### config.mk
export PLATFORM = sky130hd
export DESIGN_NAME = dcc_top
export DESIGN_NICKNAME = d
export VERILOG_FILES = /design/src/dcc_top.v
export VERILOG_INCLUDE_DIRS = /design/src
export SDC_FILE = /design/constraint.sdc
export NUM_CORES = 1
export LEC_CHECK = 0
export ABC_AREA = 1
export BUFFER_PORTS_ARGS = -buffer_cell sky130_fd_sc_hd__buf_2
export CAP_MARGIN = 10
export CORE_ASPECT_RATIO = 0.75
export CORE_MARGIN = 1.5
export CORE_UTILIZATION = 52
export DETAILED_ROUTE_END_ITERATION = 16
export PLACE_DENSITY = 0.67
export SLEW_MARGIN = 20
export SYNTH_ARGS = -nofsm -noshare
export SYNTH_HDL_FRONTEND = slang
export SYNTH_SLANG_ARGS = --single-unit
### constraint.sdc
create_clock -name clk_in -period 8.5 [get_ports clk_in]
set_input_delay 1.7 -clock clk_in [delete_from_list [all_inputs] [get_ports clk_in]]
set_output_delay 1.7 -clock clk_in [all_outputs]
set_load 0.02 [all_outputs]
### src/dcc_map.vh
// register offsets, field positions, reset values and timing for the dac code calibration block
`ifndef DCC_MAP_VH
`define DCC_MAP_VH
// register byte addresses (word aligned)
`define DCC_DATA_OFS 8'h00
`define DCC_GAIN_OFS 8'h04
`define DCC_OFFSET_OFS 8'h08
`define DCC_CFG_OFS 8'h0c
`define DCC_STATUS_OFS 8'h10
`define DCC_IRQ_STAT_OFS 8'h14
`define DCC_IRQ_MASK_OFS 8'h18
`define DCC_CODE_OFS 8'h1c
// configuration field positions
`define DCC_CFG_RANGE_BIT 0
`define DCC_CFG_CLR_RANGE_BIT 1
`define DCC_CFG_CLR_BIT 2
`define DCC_CFG_ALARM_RESP_LO 3
`define DCC_CFG_ALARM_RESP_HI 4
`define DCC_CFG_WIDTH 5
// irq status bits
`define DCC_IRQ_ALARM_BIT 0
`define DCC_IRQ_UPDATE_BIT 1
`define DCC_IRQ_WIDTH 2
// alarm response encodings
`define DCC_ALRESP_HOLD 2'h0
`define DCC_ALRESP_ZERO 2'h1
`define DCC_ALRESP_CLEAR 2'h2
`define DCC_ALRESP_FULL 2'h3
// reset values
`define DCC_GAIN_RST 16'h8000
`define DCC_DATA_RST 16'h0000
`define DCC_OFFSET_RST 16'h0000
`define DCC_CFG_RST 5'h00
`define DCC_CLR_CODE_RST 16'h0000
// internal clock synchronisation latency, in tenths of cycles (2.5 cycles)
`define DCC_SYNC_LAT_TENTHS 25
`define DCC_SYNC_CYCLES ((`DCC_SYNC_LAT_TENTHS) / 10)
// the same whole-cycle count, sized for the two-bit latency counter
`define DCC_SYNC_CNT_INIT 2'h2
`endif

### src/dcc_top.v
// dac code calibration: data, gain and offset registers feeding a clamped string dac code
`timescale 1ns/1ps
`default_nettype none
`include "dcc_map.vh"
module dcc_top #(
  parameter NARROW = 0 // 1 selects the 14-bit variant
) (
  input wire clk_in, // 100 mhz clock
  input wire reset_in, // synchronous reset, active high
  input wire [7:0] avs_address_in, // byte address
  input wire avs_read_in, // read request
  input wire avs_write_in, // write request
  input wire [31:0] avs_writedata_in, // write data
  input wire [3:0] avs_byteenable_in, // byte lanes
  output wire [31:0] avs_readdata_out, // read data
  output wire avs_waitrequest_out, // stall
  input wire output_supply_high_in, // output supply is the high level (async pin)
  input wire output_supply_ok_in, // output supply within window (async pin)
  input wire core_supply_ok_in, // core supply within window (async pin)
  input wire clear_pin_in, // external clear state request (async pin)
  output wire [15:0] dac_code_out, // code to the resistor string
  output wire [1:0] range_sel_out, // {supply high, range bit}
  output wire alarm_out, // supply alarm level
  output wire irq_out // interrupt, level
);

  // widths: code width is 16 or 14, registers always 16 left justified
  localparam [15:0] KEEP_MASK = NARROW ? 16'hfffc : 16'hffff;
  localparam [15:0] CODE_MAX = NARROW ? 16'hfffc : 16'hffff;
  // the offset always loses its two lsbs, whatever the variant
  localparam [15:0] OFS_MASK = 16'hfffc;
  // pin synchroniser width and its reset pattern
  // reset pattern claims good supplies and no clear, so no alarm follows reset
  localparam SYNC_BITS = 4;
  localparam [3:0] SYNC_RST = 4'h6;

  // software registers
  reg [15:0] data_r;
  reg [15:0] gain_r;
  reg [15:0] offset_r;
  reg [`DCC_CFG_WIDTH-1:0] cfg_r;
  reg [15:0] clr_code_r;
  reg [`DCC_IRQ_WIDTH-1:0] irq_stat_r;
  reg [`DCC_IRQ_WIDTH-1:0] irq_mask_r;

  // bus side flops
  reg [31:0] rdata_r;
  reg wait_r;

  // calibration pipeline and output flops
  reg [15:0] cal_r;
  reg cal_vld_r;
  reg [1:0] sync_cnt_r;
  reg [15:0] dac_r;
  reg [15:0] dac_nxt;
  reg [1:0] range_r;
  reg alarm_r;
  reg irq_r;

  // read multiplexer output
  reg [31:0] rdata_nxt;

  // raw and synchronised pin levels
  wire [SYNC_BITS-1:0] pin_raw;
  wire [SYNC_BITS-1:0] pin_sync;

  // pins gathered so one generate loop treats them alike
  assign pin_raw = {clear_pin_in, core_supply_ok_in, output_supply_ok_in, output_supply_high_in};

  // two flops per pin; only the second stage is read by any logic
  // the supply pins are slow levels, so a skew of one cycle between bits is harmless
  genvar gi;
  generate
    for (gi = 0; gi < SYNC_BITS; gi = gi + 1)
    begin : g_sync
      reg s1_r;
      reg s2_r;
      always @(posedge clk_in)
      begin
        if (reset_in)
        begin
          s1_r <= SYNC_RST[gi];
          s2_r <= SYNC_RST[gi];
        end
        else
        begin
          s1_r <= pin_raw[gi];
          s2_r <= s1_r;
        end
      end
      assign pin_sync[gi] = s2_r;
    end
  endgenerate

  // synchronised pin meanings
  wire sup_high = pin_sync[0];
  wire sup_ok = pin_sync[1] & pin_sync[2];
  // software clear and pin clear are or'ed; either one holds the clear state
  wire clear_state = cfg_r[`DCC_CFG_CLR_BIT] | pin_sync[3];
  wire alarm_now = ~sup_ok;
  // latency counter still running, shown as busy in the status word
  wire upd_busy = sync_cnt_r != 2'h0;

  // bus decode: the first request cycle loads read data, the second acknowledges
  // so read data already stands in the cycle where waitrequest is low
  wire req = (avs_read_in | avs_write_in) & ~wait_r;
  wire wr = avs_write_in & wait_r;
  wire sel_data = avs_address_in == `DCC_DATA_OFS;
  wire sel_gain = avs_address_in == `DCC_GAIN_OFS;
  wire sel_off = avs_address_in == `DCC_OFFSET_OFS;
  wire sel_cfg = avs_address_in == `DCC_CFG_OFS;
  wire sel_istat = avs_address_in == `DCC_IRQ_STAT_OFS;
  wire sel_imask = avs_address_in == `DCC_IRQ_MASK_OFS;
  wire [15:0] wd16 = avs_writedata_in[15:0];
  wire [1:0] be16 = avs_byteenable_in[1:0];

  // byte-lane merge for 16-bit registers
  function [15:0] merge16;
    input [15:0] old;
    input [15:0] nw;
    input [1:0] be;
    begin
      merge16 = {be[1] ? nw[15:8] : old[15:8], be[0] ? nw[7:0] : old[7:0]};
    end
  endfunction

  // calibration inputs after the variant masks
  // all three stay left justified, so one arithmetic path serves both variants
  wire [15:0] d_eff = data_r & KEEP_MASK;
  wire [15:0] g_eff = gain_r & KEEP_MASK;
  wire [15:0] o_eff = offset_r & OFS_MASK;

  // data * (1/2 + gain/2^16) is (data*2^15 + data*gain) / 2^16
  // data times gain register, full 32-bit product
  wire [31:0] dg_prod = d_eff * g_eff;
  // data times one half, on the same 2^16 scale
  wire [31:0] half_prod = {1'b0, d_eff, 15'h0000};
  // sum of both terms; the extra top bit keeps the overflow above 1.0
  wire [32:0] prod = {1'b0, dg_prod} + {1'b0, half_prod};
  // drop the sixteen fraction bits with no rounding term
  // a rounded product could come out one lsb higher; software must allow for it
  wire [16:0] gained = prod[32:16];
  // signed sum of gained data and offset, with guard bits for both overflows
  wire signed [18:0] sum = $signed({2'b00, gained})
                           + $signed({{3{o_eff[15]}}, o_eff});
  reg [15:0] clamped;
  always @*
  begin
    // saturate rather than wrap on gain or offset overflow
    if (sum[18])
      clamped = 16'h0000;
    else if (sum[17:16] != 2'b00 || sum[15:0] > CODE_MAX)
      clamped = CODE_MAX;
    else
      clamped = sum[15:0] & KEEP_MASK;
  end

  // register file
  always @(posedge clk_in)
  begin
    if (reset_in)
    begin
      data_r <= `DCC_DATA_RST;
      gain_r <= `DCC_GAIN_RST;
      offset_r <= `DCC_OFFSET_RST;
      cfg_r <= `DCC_CFG_RST;
      clr_code_r <= `DCC_CLR_CODE_RST;
      irq_mask_r <= {`DCC_IRQ_WIDTH{1'b0}};
      rdata_r <= 32'h00000000;
      wait_r <= 1'b0;
      cal_vld_r <= 1'b0;
    end
    else
    begin
      wait_r <= (avs_read_in | avs_write_in) & ~wait_r;
      cal_vld_r <= wr & sel_data; // recompute only on a data write
      if (wr && sel_data)
        data_r <= merge16(data_r, wd16, be16);
      if (wr && sel_gain)
        gain_r <= merge16(gain_r, wd16, be16);
      if (wr && sel_off)
        offset_r <= merge16(offset_r, wd16, be16);
      if (wr && sel_cfg && be16[0])
        cfg_r <= wd16[`DCC_CFG_WIDTH-1:0];
      if (wr && sel_cfg)
        clr_code_r <= {be16[1] ? wd16[15:8] : clr_code_r[15:8], 8'h00} & KEEP_MASK;
      if (wr && sel_imask && be16[0])
        irq_mask_r <= wd16[`DCC_IRQ_WIDTH-1:0];
      // read data loads one cycle ahead of the acknowledge
      // and then stands until the next read
      if (req && avs_read_in)
        rdata_r <= rdata_nxt;
    end
  end

  // read multiplexer; unmapped offsets read as zero
  // status word: clear state, supply high, alarm, update busy
  always @*
  begin
    rdata_nxt = 32'h00000000;
    case (avs_address_in)
      `DCC_DATA_OFS:
        rdata_nxt = {16'h0000, data_r};
      `DCC_GAIN_OFS:
        rdata_nxt = {16'h0000, gain_r};
      `DCC_OFFSET_OFS:
        rdata_nxt = {16'h0000, offset_r};
      `DCC_CFG_OFS:
        rdata_nxt = {16'h0000, clr_code_r[15:8], 3'b000, cfg_r};
      `DCC_STATUS_OFS:
        rdata_nxt = {28'h0000000, clear_state, sup_high, alarm_r, upd_busy};
      `DCC_IRQ_STAT_OFS:
        rdata_nxt = {30'h00000000, irq_stat_r};
      `DCC_IRQ_MASK_OFS:
        rdata_nxt = {30'h00000000, irq_mask_r};
      `DCC_CODE_OFS:
        rdata_nxt = {16'h0000, dac_r};
      default:
        rdata_nxt = 32'h00000000;
    endcase
  end

  // capture calibrated code, then hold through the sync delay
  // gain or offset edits alone never start this path
  always @(posedge clk_in)
  begin
    if (reset_in)
    begin
      cal_r <= 16'h0000;
      sync_cnt_r <= 2'h0;
    end
    else if (cal_vld_r)
    begin
      cal_r <= clamped;
      sync_cnt_r <= `DCC_SYNC_CNT_INIT;
    end
    else if (sync_cnt_r != 2'h0)
      sync_cnt_r <= sync_cnt_r - 2'h1;
  end

  // next dac code: alarm beats clear state, clear state beats data
  // leaving clear or alarm keeps the last code until the next data write
  always @*
  begin
    dac_nxt = dac_r;
    if (alarm_now)
    begin
      case (cfg_r[`DCC_CFG_ALARM_RESP_HI:`DCC_CFG_ALARM_RESP_LO])
        `DCC_ALRESP_ZERO:
          dac_nxt = 16'h0000;
        `DCC_ALRESP_CLEAR:
          dac_nxt = clr_code_r;
        `DCC_ALRESP_FULL:
          dac_nxt = CODE_MAX;
        default:
          dac_nxt = dac_r; // hold keeps the last good code
      endcase
    end
    else if (clear_state)
      dac_nxt = clr_code_r;
    else if (sync_cnt_r == 2'h1)
      dac_nxt = cal_r; // lands two cycles after capture
  end

  // dac code, range and alarm output flops
  always @(posedge clk_in)
  begin
    if (reset_in)
    begin
      dac_r <= 16'h0000;
      range_r <= 2'h0;
      alarm_r <= 1'b0;
    end
    else
    begin
      alarm_r <= alarm_now;
      // range bit swaps to the clear range while clearing
      range_r <= {sup_high, clear_state ? cfg_r[`DCC_CFG_CLR_RANGE_BIT]
                                        : cfg_r[`DCC_CFG_RANGE_BIT]};
      dac_r <= dac_nxt;
    end
  end

  // sticky interrupt status; set beats write-one-clear
  // so an event in the clearing cycle is never lost
  wire [`DCC_IRQ_WIDTH-1:0] ev = {sync_cnt_r == 2'h1, alarm_now & ~alarm_r};
  wire [`DCC_IRQ_WIDTH-1:0] w1c = (wr && sel_istat && be16[0]) ?
                                  wd16[`DCC_IRQ_WIDTH-1:0] : {`DCC_IRQ_WIDTH{1'b0}};
  wire [`DCC_IRQ_WIDTH-1:0] irq_stat_nxt = (irq_stat_r & ~w1c) | ev;
  // the interrupt flop follows the next status, so it never lags a cycle behind it
  always @(posedge clk_in)
  begin
    if (reset_in)
    begin
      irq_stat_r <= {`DCC_IRQ_WIDTH{1'b0}};
      irq_r <= 1'b0;
    end
    else
    begin
      irq_stat_r <= irq_stat_nxt;
      irq_r <= |(irq_stat_nxt & irq_mask_r);
    end
  end

  // every output comes straight from a flop, except waitrequest, which is the inverted wait flop
  assign avs_readdata_out = rdata_r;
  assign avs_waitrequest_out = ~wait_r;
  assign dac_code_out = dac_r;
  assign range_sel_out = range_r;
  assign alarm_out = alarm_r;
  assign irq_out = irq_r;

endmodule
`default_nettype wire

==> metrics.yaml <==
ir_drop_mv: 0.1020
io_buffer_count: 70
p_leak_nw: 9.977
dp_hpwl_mm: 38.34
cts_root_buf: "clkbuf_16"
wl_per_cell_um: 17.19
yosys_warnings: 0
async_flop_share_pct: 0
ant_nets: 0
drt_iter0_drc: 1434
grt_use_total_pct: 30.73
pin_count: 105
start_util_pct: 53.47
yosysSeqAreaShare_pct: 15.84
grt_setup_unrepaired: "no"
antenna_cells: 0
cts_resized: 0
finalSetupViolations: 0
grt_pass1_vias: 14140
skew_ps: 13.16
cp_max_fo: 16
fmax_mhz: 130.6
stdcell_area_um2: 17500
die_x_um: 207.5
clock-sinks: 129
max-clock-path-buffers: 2
worst_path_max_delay_cell: "dfxtp_1"
path_delay_family: "adder cells"
grt-ovfl-total: 0
drive_gt1_share_pct: 7.227
fillers: 2929
min_delay_path_depth: 1
period_minus_slack_ps: 7655
synth_edf_count: 0
synth_area_leaders: "fa_1, dfxtp_1, nand2_1, inv_1, ha_1"
drt_wl_total_mm: 47.53
hold_class: "register to register"
dpl_cell_area_um2: 16850
area_delta_synth_final_pct: 7.368
via_per_inst: 5.213
finalWeightedCongestion: 0.9784
synth_top_area_share_pct: 25.91
synthesis.area_um2: 16300
timing.final.crit_share_pct: 90.06
slowest_delay_ps: 910
synth.top_cells.by_count: "nand2_1, inv_1, fa_1"
first_pass_iters: 11
start_kind: "register"
row_count: 55
tns_ps: 0
cp_num_buf_inv: 7
cts_setup_buffers: 0
grt_antenna_before_repair: 0
hold_ws_ps: 406.3
cts_made_buffers: 17
worstSkewPairLatency_ps: 430
clk_pin_slew_ps: 60
dr_total_vias: 14420
arrival_ps: 7970
hold_viol_final: 0
dieArea_um2: 32430
outcome: "complete, but fails checks"
synth_cells: 2337
worstMarginPinSlew_ps: 1039
slew_headroom_pct: 30.66
core_area_um2: 30490
crit_type: "register to register"
critPathCaptureType: "register"
post_synth.cell_area_avg_um2: 6.976
synthMostInstantiatedCell: "nand2_1"
power-per-cell-area_nw_per_um2: 87.90
grt_pass1_wl_mm: 76.78
die_h_um: 156.3
hold_buffers: 0
cp.depth: 36
cp_common_cell: "nand2_1"
synth_area_leader_cell: "fa_1"
r2r_cells: 36
nets: 2744
drc: 5
timing.critical_path.required_ps: 8820
ys_types: 46
htreeDepth: 4
maxCapViolCount: 0
violations: "design-rule violations"
drv_slew: 0
cts_tree: "yes"
synth_top_flop_cell: "dfxtp_1"
grt_max_degree: 79
synth-seq-cells: 129
[kinds of logic (layout without fill, tap and decap cells)]
kind of cell | after synthesis | count (layout) | synth area share [%]
compound gates | 260 | 260 | 8.450
xor+xnor | 13 | 13 | 0.6984
fa+ha+maj | 339 | 339 | 35.74
buf+inv | 678 | 692 | 16.32
flops | 129 | 129 | 15.84
other cells | 1 | 16 | 0.02300
simple gates | 917 | 917 | 22.93
[sequential cells by signal, indices dropped and copies added, names as in the netlist]
| name | flops |
|---|---|
| irq_mask_r | 2 |
| alarm_out | 1 |
| d_eff | 16 |
| g_eff | 16 |
| g_sync.s2_r | 4 |
| dac_code_out | 16 |
| cal_r | 16 |
| irq_stat_r | 2 |
| offset_r | 16 |
| irq_out | 1 |
| g_sync.s1_r | 4 |
| clr_code_r | 8 |
| range_sel_out | 2 |
| sync_cnt_r | 2 |
| cal_vld_r | 1 |
| wait_r | 1 |
| avs_readdata_out | 16 |
| cfg_r | 5 |
[area by class of cell]
class,instances,area (um^2),area share [%]
timing repair buffer,92,515.5,2.945
clock buffer,17,425.4,2.430
clock inverter,15,231.5,1.322
multi-input combinational,1545,11120,63.51
tap,399,499.2,2.852
sequential,129,2582,14.75
inverter,568,2133,12.19
[placed cells by master (no fill, tap or decap), types with 12 or more instances in the layout]
cell	netlist	layout
buf_4	17	22
ha_1	128	128
dfxtp_1	129	129
inv_1	553	553
a21oi_1	94	94
conb_1	1	16
fa_1	211	211
nand3_1	78	78
nor2_1	175	175
o21ai_1	20	20
o21ai_0	113	113
inv_2	12	12
nand2_2	13	13
clkbuf_16	0	17
nand2_1	603	603
buf_2	9	70
[final timing paths]
| path | startpoint | to | slack [ps] |
|---|---|---|---|
| max | g_eff[7] | cal_r[7] | 850 |
| min | g_sync[2].s1_r | g_sync[2].s2_r | 410 |
| max reg2reg | g_eff[7] | cal_r[7] | 850 |
| min reg2reg | g_sync[2].s1_r | g_sync[2].s2_r | 410 |
[metrics by stage]
| stage | setup WS [ps] | util [%] | cells | power, W |
|---|---|---|---|---|
| floorplan | 1747 | - | 2352 | 0.0006960 |
| global placement | 1012 | 55.26 | 2733 | 0.0007268 |
| detailed placement | 969.6 | 55.26 | 2733 | 0.0007277 |
| CTS | 917.1 | 57.41 | 2765 | 0.001539 |
| global route | 256.6 | 57.41 | 2765 | 0.001578 |
| finish | 845.2 | 57.41 | 2765 | 0.001539 |
[metal layers]
metal | track usage, % | vias to the layer above | wire [um]
met3 | 7.485 | 29 | 5126
met5 | 0 | - | 0
met4 | 4.167 | 0 | 388
met2 | 44.46 | 599 | 19240
li1 | - | 6922 | -
met1 | 46.98 | 6865 | 22770
[report_power, final]
group          internal (W)  switching (W)
logic             0.0000247      0.0000675
registers          0.000615      0.0000108
clock network      0.000524       0.000297
total               0.00116       0.000375
Power figures use the tool's default switching activity.
